**src/rtl/osc_pkg.sv**
```systemverilog
/*
  Package for the oscillator and operating-mode controller: register offsets,
  field positions, reset values, mode enumerations and stabilisation counts.
  Assumes a single 50 MHz bus clock; oscillator start-up is modelled by counters.
*/
package osc_pkg;

  // Register byte addresses on the bus.
  localparam logic [7:0] OFF_INT_FAST   = 8'h00;
  localparam logic [7:0] OFF_FAST_XTAL  = 8'h04;
  localparam logic [7:0] OFF_SLOW_XTAL  = 8'h08;
  localparam logic [7:0] OFF_SYS_CLK    = 8'h0c;
  localparam logic [7:0] OFF_STATUS     = 8'h10;
  localparam logic [7:0] OFF_HALT       = 8'h14;

  // Field positions.
  localparam int BIT_ENABLE    = 0;
  localparam int BIT_STABLE    = 1;
  localparam int BIT_MODE      = 2;
  localparam int BIT_FREQ_LO   = 2;
  localparam int BIT_SLOW_IDLE = 0;
  localparam int BIT_FAST_IDLE = 1;
  localparam int BIT_SLOW_SRC  = 2;
  localparam int BIT_FAST_SRC  = 3;
  localparam int BIT_CKS_LO    = 5;
  localparam int BIT_PDF       = 0;
  localparam int BIT_TO        = 1;
  localparam int BIT_WDT_EN    = 2;

  // Reset values.
  localparam logic [7:0] RST_INT_FAST  = 8'h01;
  localparam logic [7:0] RST_XTAL      = 8'h00;
  localparam logic [7:0] RST_SYS_CLK   = 8'h00;

  // Clock-select code for the slow source.
  localparam logic [2:0] CKS_SLOW = 3'h7;

  // Stabilisation times in microseconds and their cycle counts at 50 MHz.
  localparam int CLK_MHZ         = 50;
  localparam int INT_FAST_US     = 16;
  localparam int FAST_XTAL_US    = 64;
  localparam int SLOW_XTAL_US    = 80;
  localparam int INT_FAST_CYC    = INT_FAST_US * CLK_MHZ;
  localparam int FAST_XTAL_CYC   = FAST_XTAL_US * CLK_MHZ;
  localparam int SLOW_XTAL_CYC   = SLOW_XTAL_US * CLK_MHZ;

  typedef enum logic [1:0] { FREQ_8M, FREQ_12M, FREQ_16M } freq_e;
  typedef enum logic [2:0] { MODE_RUN, MODE_SLEEP, MODE_IDLE_SLOW, MODE_IDLE_BOTH, MODE_IDLE_FAST } pmode_e;

  // Bus-side signals of one AHB-Lite transfer.
  typedef struct packed {
    logic        hsel;
    logic [31:0] haddr;
    logic [1:0]  htrans;
    logic        hwrite;
    logic [2:0]  hsize;
    logic        hready;
  } ahb_req_s;

  typedef struct packed {
    logic        fast_en;    // Oscillator enable lines out.
    logic        xtal_en;
    logic        slow_en;
    logic        fast_clk_on;
    logic        slow_clk_on;
    logic        sys_slow;   // System clock taken from slow source.
    logic [2:0]  fast_div_log2;
    freq_e       freq;
  } clk_out_s;

endpackage

```
**src/rtl/osc_ctrl.sv**
```systemverilog
/*
  Oscillator control and power-mode controller with an AHB-Lite register slave.
  Assumes a single-master AHB-Lite bus, whole-word single transfers, and that the
  CPU pulses a halt strobe and a wake strobe; oscillator stability is counted here.
*/
`timescale 1ns/1ps
module osc_ctrl #(
  parameter int INT_FAST_CNT  = osc_pkg::INT_FAST_CYC,
  parameter int FAST_XTAL_CNT = osc_pkg::FAST_XTAL_CYC,
  parameter int SLOW_XTAL_CNT = osc_pkg::SLOW_XTAL_CYC
) (
  input  wire logic              hclk,
  input  wire logic              hresetn,
  input  wire osc_pkg::ahb_req_s bus_req,
  input  wire logic [31:0]       hwdata,
  output logic [31:0]            hrdata,
  output logic                   hreadyout,
  output logic                   hresp,
  input  wire logic              xtal_pins_on,
  input  wire logic              halt_req,
  input  wire logic              wake_req,
  input  wire logic              wdt_enable,
  input  wire logic              wdt_timeout,
  output osc_pkg::clk_out_s      clk_out,
  output logic                   cpu_stopped,
  output logic                   wdt_clear,
  output logic                   wdt_run,
  output osc_pkg::pmode_e        power_mode
);
  import osc_pkg::*;

  typedef struct packed {
    logic        wr_pend;
    logic        rd_pend;
    logic [7:0]  addr;
    logic [31:0] rdata;
    logic [1:0]  int_fast_freq_code;
    logic        int_fast_enable;
    logic        int_fast_stable_flag;
    logic [12:0] int_fast_cnt;
    logic        crystal_drive_mode;
    logic        fast_crystal_enable;
    logic        fast_crystal_stable_flag;
    logic [12:0] fast_xtal_cnt;
    logic        slow_crystal_speedup;
    logic        slow_crystal_enable;
    logic        slow_crystal_stable_flag;
    logic [12:0] slow_xtal_cnt;
    logic [2:0]  sys_clock_select;
    logic        fast_source_select;
    logic        slow_source_select;
    logic        fast_osc_idle_enable;
    logic        slow_osc_idle_enable;
    logic        sys_slow;
    logic [2:0]  div_log2;
    freq_e       freq;
    logic        power_down_flag;
    logic        watchdog_timeout_flag;
    pmode_e      mode;
    logic        wdt_clr;
  } state_s;

  state_s s_q;
  state_s s_d;
  logic   fast_ok;
  logic   slow_ok;
  logic   take;
  logic [7:0] wb;

  // The selected fast source is ready only when its stable flag is up; the slow source is always ready unless its crystal is selected.
  assign fast_ok = s_q.fast_source_select ? s_q.fast_crystal_stable_flag : s_q.int_fast_stable_flag;
  assign slow_ok = s_q.slow_source_select ? s_q.slow_crystal_stable_flag : 1'b1;
  assign take    = bus_req.hsel & bus_req.hready & bus_req.htrans[1];
  assign wb      = hwdata[7:0];

  // Whole next-state computation; bus write lands one cycle after its address phase.
  always_comb begin
    s_d         = s_q;
    s_d.wdt_clr = 1'b0;
    s_d.wr_pend = take & bus_req.hwrite;
    s_d.rd_pend = take & ~bus_req.hwrite;
    if (take) begin
      s_d.addr = bus_req.haddr[7:0];
    end
    // Register writes in the data phase.
    if (s_q.wr_pend) begin
      if (s_q.addr == OFF_INT_FAST) begin
        if (wb[BIT_FREQ_LO +: 2] != s_q.int_fast_freq_code ||
            (wb[BIT_ENABLE] && !s_q.int_fast_enable)) begin
          s_d.int_fast_stable_flag = 1'b0;
          s_d.int_fast_cnt         = '0;
        end
        s_d.int_fast_freq_code = wb[BIT_FREQ_LO +: 2];
        s_d.int_fast_enable    = wb[BIT_ENABLE];
      end else if (s_q.addr == OFF_FAST_XTAL) begin
        if (!(xtal_pins_on && s_q.fast_crystal_enable)) begin
          s_d.crystal_drive_mode = wb[BIT_MODE];
        end
        if (wb[BIT_ENABLE] && !s_q.fast_crystal_enable) begin
          s_d.fast_crystal_stable_flag = 1'b0;
          s_d.fast_xtal_cnt            = '0;
        end
        s_d.fast_crystal_enable = wb[BIT_ENABLE];
      end else if (s_q.addr == OFF_SLOW_XTAL) begin
        if (!(s_q.sys_slow && s_q.slow_source_select)) begin
          s_d.slow_crystal_speedup = wb[BIT_MODE];
        end
        if (wb[BIT_ENABLE] && !s_q.slow_crystal_enable) begin
          s_d.slow_crystal_stable_flag = 1'b0;
          s_d.slow_xtal_cnt            = '0;
        end
        s_d.slow_crystal_enable = wb[BIT_ENABLE];
      end else if (s_q.addr == OFF_SYS_CLK) begin
        s_d.sys_clock_select     = wb[BIT_CKS_LO +: 3];
        s_d.fast_source_select   = wb[BIT_FAST_SRC];
        s_d.slow_source_select   = wb[BIT_SLOW_SRC];
        s_d.fast_osc_idle_enable = wb[BIT_FAST_IDLE];
        s_d.slow_osc_idle_enable = wb[BIT_SLOW_IDLE];
      end
    end
    // Stabilisation counters: flags rise once the count elapses while enabled.
    if (!s_q.int_fast_enable) begin
      s_d.int_fast_stable_flag = 1'b0;
      s_d.int_fast_cnt         = '0;
    end else if (s_d.int_fast_cnt == 13'(INT_FAST_CNT - 1)) begin // Reads s_d so a write restart wins.
      s_d.int_fast_stable_flag = 1'b1;
    end else if (!s_d.int_fast_stable_flag) begin
      s_d.int_fast_cnt = s_d.int_fast_cnt + 13'h1;
    end
    if (!s_q.fast_crystal_enable) begin
      s_d.fast_crystal_stable_flag = 1'b0;
      s_d.fast_xtal_cnt            = '0;
    end else if (s_q.fast_xtal_cnt == 13'(FAST_XTAL_CNT - 1)) begin
      s_d.fast_crystal_stable_flag = 1'b1;
    end else if (!s_q.fast_crystal_stable_flag) begin
      s_d.fast_xtal_cnt = s_q.fast_xtal_cnt + 13'h1;
    end
    // Speed-up halves the slow crystal's start-up, trading current for time.
    if (!s_q.slow_crystal_enable) begin
      s_d.slow_crystal_stable_flag = 1'b0;
      s_d.slow_xtal_cnt            = '0;
    end else if (s_q.slow_xtal_cnt >= 13'(s_q.slow_crystal_speedup ? SLOW_XTAL_CNT / 2 - 1
                                                                      : SLOW_XTAL_CNT - 1)) begin
      s_d.slow_crystal_stable_flag = 1'b1;
    end else if (!s_q.slow_crystal_stable_flag) begin
      s_d.slow_xtal_cnt = s_q.slow_xtal_cnt + 13'h1;
    end
    // The delivered frequency follows the code only once the oscillator is stable.
    if (s_q.int_fast_stable_flag) begin
      case (s_q.int_fast_freq_code)
        2'b01:   s_d.freq = FREQ_12M;
        2'b10:   s_d.freq = FREQ_16M;
        default: s_d.freq = FREQ_8M;
      endcase
    end
    // System clock switch: slow only when slow source ready, fast only when fast ready.
    if (s_q.sys_clock_select == CKS_SLOW) begin
      if (slow_ok) begin
        s_d.sys_slow = 1'b1;
      end
    end else if (fast_ok) begin
      s_d.sys_slow = 1'b0;
      s_d.div_log2 = s_q.sys_clock_select;
    end
    // Halt entry picks mode from the idle enables; wake returns to run.
    case (s_q.mode)
      MODE_RUN: begin
        if (halt_req) begin
          case ({s_q.fast_osc_idle_enable, s_q.slow_osc_idle_enable})
            2'b00:   s_d.mode = MODE_SLEEP;
            2'b01:   s_d.mode = MODE_IDLE_SLOW;
            2'b11:   s_d.mode = MODE_IDLE_BOTH;
            default: s_d.mode = MODE_IDLE_FAST;
          endcase
          s_d.power_down_flag       = 1'b1;
          s_d.watchdog_timeout_flag = 1'b0;
          s_d.wdt_clr               = 1'b1;
        end
      end
      default: begin
        if (wake_req) begin
          s_d.mode = MODE_RUN;
        end
      end
    endcase
    // A watchdog timeout sets its flag, winning over any clear in the same cycle.
    if (wdt_timeout) begin
      s_d.watchdog_timeout_flag = 1'b1;
    end
    // Read data captured in the address phase, upper bits zero.
    s_d.rdata = '0;
    if (take && !bus_req.hwrite) begin
      if (bus_req.haddr[7:0] == OFF_INT_FAST) begin
        s_d.rdata[3:0] = {s_q.int_fast_freq_code, s_q.int_fast_stable_flag, s_q.int_fast_enable};
      end else if (bus_req.haddr[7:0] == OFF_FAST_XTAL) begin
        s_d.rdata[2:0] = {s_q.crystal_drive_mode, s_q.fast_crystal_stable_flag, s_q.fast_crystal_enable};
      end else if (bus_req.haddr[7:0] == OFF_SLOW_XTAL) begin
        s_d.rdata[2:0] = {s_q.slow_crystal_speedup, s_q.slow_crystal_stable_flag, s_q.slow_crystal_enable};
      end else if (bus_req.haddr[7:0] == OFF_SYS_CLK) begin
        s_d.rdata[7:0] = {s_q.sys_clock_select, 1'b0, s_q.fast_source_select, s_q.slow_source_select,
                          s_q.fast_osc_idle_enable, s_q.slow_osc_idle_enable};
      end else if (bus_req.haddr[7:0] == OFF_STATUS) begin
        s_d.rdata[2:0] = {s_q.sys_slow, s_q.watchdog_timeout_flag, s_q.power_down_flag};
      end else if (bus_req.haddr[7:0] == OFF_HALT) begin
        s_d.rdata[2:0] = 3'(s_q.mode);
      end
    end
  end

  // State register; asynchronous reset loads constants only.
  always_ff @(posedge hclk or negedge hresetn) begin
    if (!hresetn) begin
      s_q                 <= '0;
      s_q.int_fast_enable <= RST_INT_FAST[BIT_ENABLE];
      s_q.freq            <= FREQ_8M;
      s_q.mode            <= MODE_RUN;
    end else begin
      s_q <= s_d;
    end
  end

  // Outputs: zero-wait slave, always OKAY.
  assign hrdata    = s_q.rdata;
  assign hreadyout = 1'b1;
  assign hresp     = 1'b0;
  assign cpu_stopped = (s_q.mode != MODE_RUN);
  assign wdt_clear   = s_q.wdt_clr;
  assign wdt_run     = wdt_enable;
  assign power_mode  = s_q.mode;

  // Clock gating per mode: sleep stops both, idles keep what their bits ask.
  always_comb begin
    clk_out.fast_en       = s_q.int_fast_enable;
    clk_out.xtal_en       = s_q.fast_crystal_enable;
    clk_out.slow_en       = s_q.slow_crystal_enable;
    clk_out.fast_clk_on   = (s_q.mode == MODE_RUN) || (s_q.mode == MODE_IDLE_BOTH) || (s_q.mode == MODE_IDLE_FAST);
    clk_out.slow_clk_on   = (s_q.mode == MODE_RUN) || (s_q.mode == MODE_IDLE_BOTH) || (s_q.mode == MODE_IDLE_SLOW);
    clk_out.sys_slow      = s_q.sys_slow;
    clk_out.fast_div_log2 = s_q.div_log2;
    clk_out.freq          = s_q.freq;
  end

  // Checks.
  property p_halt_flags;
    @(posedge hclk) disable iff (!hresetn)
      (s_q.mode == MODE_RUN && halt_req && !wdt_timeout) |=> (s_q.power_down_flag && !s_q.watchdog_timeout_flag && wdt_clear);
  endproperty
  a_halt_flags: assert property (p_halt_flags) else $error("halt flags wrong");

  property p_sleep;
    @(posedge hclk) disable iff (!hresetn)
      (s_q.mode == MODE_RUN && halt_req && !s_q.fast_osc_idle_enable && !s_q.slow_osc_idle_enable)
        |=> (power_mode == MODE_SLEEP && !clk_out.fast_clk_on && !clk_out.slow_clk_on);
  endproperty
  a_sleep: assert property (p_sleep) else $error("sleep not entered");

  property p_idle_slow;
    @(posedge hclk) disable iff (!hresetn)
      (s_q.mode == MODE_RUN && halt_req && !s_q.fast_osc_idle_enable && s_q.slow_osc_idle_enable)
        |=> (!clk_out.fast_clk_on && clk_out.slow_clk_on);
  endproperty
  a_idle_slow: assert property (p_idle_slow) else $error("slow idle wrong");

  property p_idle_fast;
    @(posedge hclk) disable iff (!hresetn)
      (s_q.mode == MODE_RUN && halt_req && s_q.fast_osc_idle_enable && !s_q.slow_osc_idle_enable)
        |=> (clk_out.fast_clk_on && !clk_out.slow_clk_on && cpu_stopped);
  endproperty
  a_idle_fast: assert property (p_idle_fast) else $error("fast idle wrong");

  property p_slow_needs_stable;
    @(posedge hclk) disable iff (!hresetn)
      $rose(s_q.sys_slow) |-> $past(slow_ok) && $past(s_q.sys_clock_select) == CKS_SLOW;
  endproperty
  a_slow_needs_stable: assert property (p_slow_needs_stable) else $error("slow switch early");

  property p_fast_needs_stable;
    @(posedge hclk) disable iff (!hresetn)
      $fell(s_q.sys_slow) |-> $past(fast_ok);
  endproperty
  a_fast_needs_stable: assert property (p_fast_needs_stable) else $error("fast switch early");

  property p_freq_stable;
    @(posedge hclk) disable iff (!hresetn)
      !$stable(s_q.freq) |-> $past(s_q.int_fast_stable_flag);
  endproperty
  a_freq_stable: assert property (p_freq_stable) else $error("frequency moved unstable");

  property p_drive_lock;
    @(posedge hclk) disable iff (!hresetn)
      (xtal_pins_on && s_q.fast_crystal_enable) |=> $stable(s_q.crystal_drive_mode);
  endproperty
  a_drive_lock: assert property (p_drive_lock) else $error("drive mode changed while locked");

  property p_xtal_flag_clear;
    @(posedge hclk) disable iff (!hresetn)
      $rose(s_q.fast_crystal_enable) |-> !s_q.fast_crystal_stable_flag;
  endproperty
  a_xtal_flag_clear: assert property (p_xtal_flag_clear) else $error("crystal flag not cleared");

  property p_idle_both;
    @(posedge hclk) disable iff (!hresetn)
      (s_q.mode == MODE_RUN && halt_req && s_q.fast_osc_idle_enable && s_q.slow_osc_idle_enable)
        |=> (power_mode == MODE_IDLE_BOTH && clk_out.fast_clk_on && clk_out.slow_clk_on);
  endproperty
  a_idle_both: assert property (p_idle_both) else $error("both-clock idle wrong");

  // A code change while running must drop the flag even when the count had finished.
  property p_int_flag_restart;
    @(posedge hclk) disable iff (!hresetn)
      (s_q.wr_pend && s_q.addr == OFF_INT_FAST && s_q.int_fast_enable &&
       wb[BIT_FREQ_LO +: 2] != s_q.int_fast_freq_code) |=> !s_q.int_fast_stable_flag;
  endproperty
  a_int_flag_restart: assert property (p_int_flag_restart) else $error("fast flag not restarted");

  property p_slow_flag_clear;
    @(posedge hclk) disable iff (!hresetn)
      $rose(s_q.slow_crystal_enable) |-> !s_q.slow_crystal_stable_flag;
  endproperty
  a_slow_flag_clear: assert property (p_slow_flag_clear) else $error("slow flag not cleared");

  property p_speedup_lock;
    @(posedge hclk) disable iff (!hresetn)
      (s_q.sys_slow && s_q.slow_source_select) |=> $stable(s_q.slow_crystal_speedup);
  endproperty
  a_speedup_lock: assert property (p_speedup_lock) else $error("speed-up changed while locked");

  property p_upper_zero;
    @(posedge hclk) disable iff (!hresetn)
      hrdata[31:8] == 24'h0;
  endproperty
  a_upper_zero: assert property (p_upper_zero) else $error("upper read bits set");

  property p_wdt_pulse;
    @(posedge hclk) disable iff (!hresetn)
      wdt_clear |=> !wdt_clear;
  endproperty
  a_wdt_pulse: assert property (p_wdt_pulse) else $error("watchdog clear too long");

  // Halt entry without a concurrent write leaves the configuration untouched.
  property p_halt_keeps;
    @(posedge hclk) disable iff (!hresetn)
      (s_q.mode == MODE_RUN && halt_req && !s_q.wr_pend)
        |=> ($stable(s_q.sys_clock_select) && $stable(s_q.int_fast_freq_code) && cpu_stopped);
  endproperty
  a_halt_keeps: assert property (p_halt_keeps) else $error("state lost on halt");

  property p_flag_readonly;
    @(posedge hclk) disable iff (!hresetn)
      (s_q.wr_pend && s_q.addr == OFF_INT_FAST && s_q.int_fast_enable && wb[BIT_ENABLE] &&
       wb[BIT_FREQ_LO +: 2] == s_q.int_fast_freq_code && s_q.int_fast_stable_flag) |=> s_q.int_fast_stable_flag;
  endproperty
  a_flag_readonly: assert property (p_flag_readonly) else $error("stable flag written");

endmodule // osc_ctrl

```
**config.mk**
```make
export PLATFORM = sky130hd
export DESIGN_NAME = osc_ctrl
export DESIGN_NICKNAME = d
export VERILOG_FILES = /design/src/rtl/osc_pkg.sv /design/src/rtl/osc_ctrl.sv
export SDC_FILE = /design/constraint.sdc
export NUM_CORES = 1
export LEC_CHECK = 0
export BUFFER_PORTS_ARGS = -buffer_cell sky130_fd_sc_hd__buf_2
export CORE_UTILIZATION = 45
export CTS_CLUSTER_SIZE = 28
export DETAILED_ROUTE_END_ITERATION = 6
export PLACE_DENSITY = 0.71
export SYNTH_ARGS = -nofsm -noshare
export SYNTH_HDL_FRONTEND = slang
export SYNTH_SLANG_ARGS = --single-unit
```
**constraint.sdc**
```tcl
create_clock -name hclk -period 5.4 [get_ports hclk]
set_input_delay 1.08 -clock hclk [delete_from_list [all_inputs] [get_ports hclk]]
set_output_delay 1.08 -clock hclk [all_outputs]
set_load 0.01 [all_outputs]
```
---- Word level (Yosys, flattened, before mapping) ----
Cells that the tools add are included.
storage, ports and cells
  word-level logic and storage cells ...... 156
  output and inout port bits .............. 51
  input port bits ......................... 79
  bits in registers ....................... 85
operators by class
  reduce and logical (&&, ||, !) cells .... 36
  magnitude comparators ................... 1
  equality and inequality tests ........... 30
  muxes and demuxes ....................... 50
  bitwise operators ....................... 9
  add/sub/neg operators ................... 3
operators by type and width
  cell                   count
  $mux 14                7
  $mux 13                6
  $mux 53                1
  $add 13x1->13 const B  3
  $mux 39                1
  $eq 8x4->1 const B     4
  $mux 16                2
  $mux 23                1
  $mux 3                 7
  $mux 5                 4
  $ne 3x1->1 const B     6
  $eq 8x3->1 const B     2
  $eq 8x5->1 const B     2
  $logic_not 8->1        2
  $reduce_and 5->1       3
  $mux 7                 2
  $eq 13x10->1 const B   1
  $eq 13x12->1 const B   1
  $ge 13x12->1           1
  $mux 1                 12
  $mux 12                1
  $mux 4                 3
  $reduce_and 2->1       6
  $reduce_and 4->1       3
  20 further kinds       48

---- Longest topological paths before layout ----
  depth after elaboration ................. 11
  gate-level depth with buffers ........... 10

---- Least setup slack after synthesis ----
Ideal clock, no wire load.
  kind .................................... input -> register
  start ................................... input hwdata[3]
  end ..................................... register s_q[53] in the netlist's numbering
  arrival ................................. 2.785 ns
  setup slack ............................. 2.495 ns
  library setup time ...................... 0.120 ns
  stages .................................. 10
  cells stage by stage .................... xnor2_1 nand3_1 nand4b_1 and2_1 ha_1 nor4bb_1 and4b_1 a31oi_1 nand4_1 o211a_1
RTL lines
  what                line            RTL
  start: declaration  osc_ctrl.sv:15  input wire logic [31:0] hwdata,
  end: declaration    osc_ctrl.sv:63  state_s s_q;

==> flow_metrics.env <==
export IMPL_status="completed"
export IMPL_slowest_delay_ns=0.29
export IMPL_synth_cell_types=53
export IMPL_r2r_start="s_q[107]$_DFFE_PN0P_"
export IMPL_grt_first_pass_wirelength_um=13500
export IMPL_path_class="primary input to register"
export IMPL_critical_path_startpoint_type="primary input"
export IMPL_netlist_area_sq_um=4530
export IMPL_grt_total_usage=0.169
export IMPL_gp_congestion=0.817
export IMPL_io_buffers=47
export IMPL_cts_clk_slew_worst_paths_ns=0.08
export IMPL_grt_max_degree=85
export IMPL_min_path_type="register to register"
export IMPL_drtIter0Drc=94
export IMPL_crit_fanout=6
export IMPL_synthFlopType="dfrtp_1"
export IMPL_synth_cells=445
export IMPL_finalCritPeriodShare=0.557
export IMPL_crit_start="hwdata[3]"
export IMPL_setup_viol=0
export IMPL_die_w_um=102
export IMPL_syn_area_per_cell_sq_um=10.2
export IMPL_area_delta_synth_final_pct=6.02
export IMPL_dpl_hpwl_um=5600
export IMPL_fillers=891
export IMPL_final_util=0.492
export IMPL_hold_buffers=0
export IMPL_cts_setup_buffers=0
export IMPL_netlist_top_cells_count="dfrtp_1, buf_4, nand2_1"
export IMPL_endpoint_kind="register"
export IMPL_hold_viol_final=0
export IMPL_cts_resized_gates=0
export IMPL_numCtsBuffers=9
export IMPL_core_sq_um=9770
export IMPL_slew_headroom=0.302
export IMPL_drive_above_1_share=0.191
export IMPL_ys_ff_latch=84
export IMPL_fp_dieH_um=102
export IMPL_gr_total_overflow=0
export IMPL_synth_edf_count=0
export IMPL_cts_tree="yes"
export IMPL_r2r_end="s_q[53]$_DFF_PN0_"
export IMPL_slowest_stage="and4b_1"
export IMPL_p_total_uw=1220
export IMPL_insertion_delay_ns=0.36
export IMPL_ant_nets=0
export IMPL_power_density_nw_per_um2=254
export IMPL_clockBufferDepth=2
export IMPL_worst_r2r_setup_slack_ns=2.57
export IMPL_finClkSkew_ns=0.00769
export IMPL_synth_most_common_cell="dfrtp_1"
export IMPL_wl_um=8040
export IMPL_cts_root_buf="clkbuf_8"
export IMPL_async_reset_ff_frac=1.00
export IMPL_cp_arrival_ns=3.28
export IMPL_crit_chain="buf_2 > xnor2_1 > nand3_1 > nand4b_1 > and2_1 > ha_1 > nor4bb_1 > and4b_1 > a31oi_1 > a21oi_1 > mux2i_1"
export IMPL_cp_data_required_time_ns=5.68
export IMPL_rows=36
export IMPL_synth_top_area_frac=0.458
export IMPL_start_util=0.464
export IMPL_yosysTopAreaCell="dfrtp_1"
export IMPL_htreeDepth=3
export IMPL_drc=0
export IMPL_yosys_top_cells_area="dfrtp_1, buf_4, mux2_2"
export IMPL_vdd_drop_max_mv=0.109
export IMPL_crit_cells=11
export IMPL_rr_worst_depth=9
export IMPL_grt_pass1_vias=2796
export IMPL_via_count=3066
export IMPL_wl_per_cell_um=13.3
export IMPL_p_leak_uw=0.00229
export IMPL_path_delay_family="simple AND/OR/NAND/NOR gates"
export IMPL_cts_sinks=84
export IMPL_dieArea_sq_um=10500
export IMPL_layout_min_cycle_time_ns=3.01
export IMPL_final_max_slew_violation_count=0
export IMPL_yosys_warnings=0
export IMPL_ios=130
export IMPL_cp_endpoint="s_q[52]$_DFF_PN0_"
export IMPL_antenna_found_initial=0
export IMPL_rsz0062_at_grt="false"
export IMPL_worstMarginPinSlew_ns=1.05
export IMPL_first_pass_iters=4
export IMPL_nNetsFinal=557
export IMPL_vias_per_cell=5.07
export IMPL_n_antenna_cell=0
export IMPL_setup_tns_ns=0
export IMPL_maxCapViolCount=0
export IMPL_fmax_mhz=333
export IMPL_cp_buffers_inverters=1
export IMPL_yosysSeqAreaShare=0.464
[final cells by class]
cell class                      instances  area, sq um  share of cell area
Inverter                               15         56.3              0.0117
Sequential cell                        84         2100               0.438
Multi-Input combinational cell        312         2070               0.430
Clock inverter                          2         10.0             0.00208
Clock buffer                           12          165              0.0344
Timing Repair Buffer                   47          238              0.0495
Tap cell                              133          166              0.0346
[sequential cells by signal, summed over array words and instances (netlist names)]
name and flops:
s_q 64, clk_out 9, hrdata 7, power_mode 3, wdt_clear 1
[metal layers]
| metal | global-route usage | part of all wire |
|---|---|---|
| met4 | 0.0670 | 0.014 |
| met3 | 0.0410 | 0.041 |
| met2 | 0.260 | 0.46 |
| met1 | 0.229 | 0.49 |
| met5 | 0 | 0 |
[metrics by stage]
step | std cells | hold WS (ns) | instance area, sq um | worst slack (ns)
after detailed placement | 591 | 0.472 | 4630 | 2.03
after global routing | 605 | 0.513 | 4800 | 2.17
after global placement | 591 | 0.468 | 4630 | 2.07
after CTS | 605 | 0.494 | 4800 | 2.40
final | 605 | 0.492 | 4800 | 2.39
after floorplan | 470 | 0.434 | 4630 | 2.50
[worst min-delay path by stage]
stage	slack, ns	from	to	cells past startpoint
floorplan	0.43	s_q[5]$_DFFE_PN0P_	s_q[5]$_DFFE_PN0P_	1
global placement	0.47	clk_out[4]$_DFFE_PN0P_	clk_out[4]$_DFFE_PN0P_	1
detailed placement	0.47	s_q[5]$_DFFE_PN0P_	s_q[5]$_DFFE_PN0P_	1
CTS	0.49	clk_out[3]$_DFFE_PN0P_	clk_out[3]$_DFFE_PN0P_	1
global route	0.51	clk_out[3]$_DFFE_PN0P_	clk_out[3]$_DFFE_PN0P_	1
finish	0.49	clk_out[3]$_DFFE_PN0P_	clk_out[3]$_DFFE_PN0P_	1
[report_power, final]
| part | internal (uW) | switching [uW] |
|---|---|---|
| clock network | 198 | 211 |
| registers | 657 | 31.8 |
| logic | 50.5 | 70.7 |
[cells in the final DEF, fill, tap and decap left out, types with 2 or more instances in the layout]
| cell type | instances |
|---|---|
| mux2i_1 | 8 |
| o211ai_1 | 2 |
| or3_1 | 3 |
| nor4_1 | 2 |
| nand3b_1 | 2 |
| nor3_1 | 10 |
| nor2b_1 | 4 |
| nor2_1 | 21 |
| nor4bb_1 | 2 |
| and4_1 | 2 |
| inv_1 | 15 |
| and2_1 | 28 |
| dfrtp_1 | 83 |
| a21oi_1 | 16 |
| o21ai_0 | 13 |
| ha_1 | 9 |
| mux2_2 | 22 |
| nand4b_1 | 3 |
| and3_1 | 6 |
| and4b_1 | 4 |
| conb_1 | 27 |
| clkinv_2 | 2 |
| nand4_1 | 9 |
| a31oi_1 | 6 |
| o31ai_1 | 3 |
| nor3b_1 | 3 |
| nand2b_1 | 6 |
| clkbuf_8 | 12 |
| o22a_1 | 3 |
| nand2_1 | 37 |
| xor2_1 | 12 |
| xnor2_1 | 18 |
| buf_2 | 46 |
| nand3_1 | 14 |
[cells by family after synthesis]
| family | synth area share |
|---|---|
| XOR/XNOR | 0.0580 |
| adder cells (fa/ha/maj) | 0.0248 |
| multiplexers | 0.0723 |
| AO/OA/AOI/OAI | 0.0834 |
| AND/OR/NAND/NOR | 0.195 |
| flip-flops | 0.464 |
| buffers and inverters | 0.101 |
| other | 0.00166 |
No activity file was read; power rests on OpenSTA's default activity.
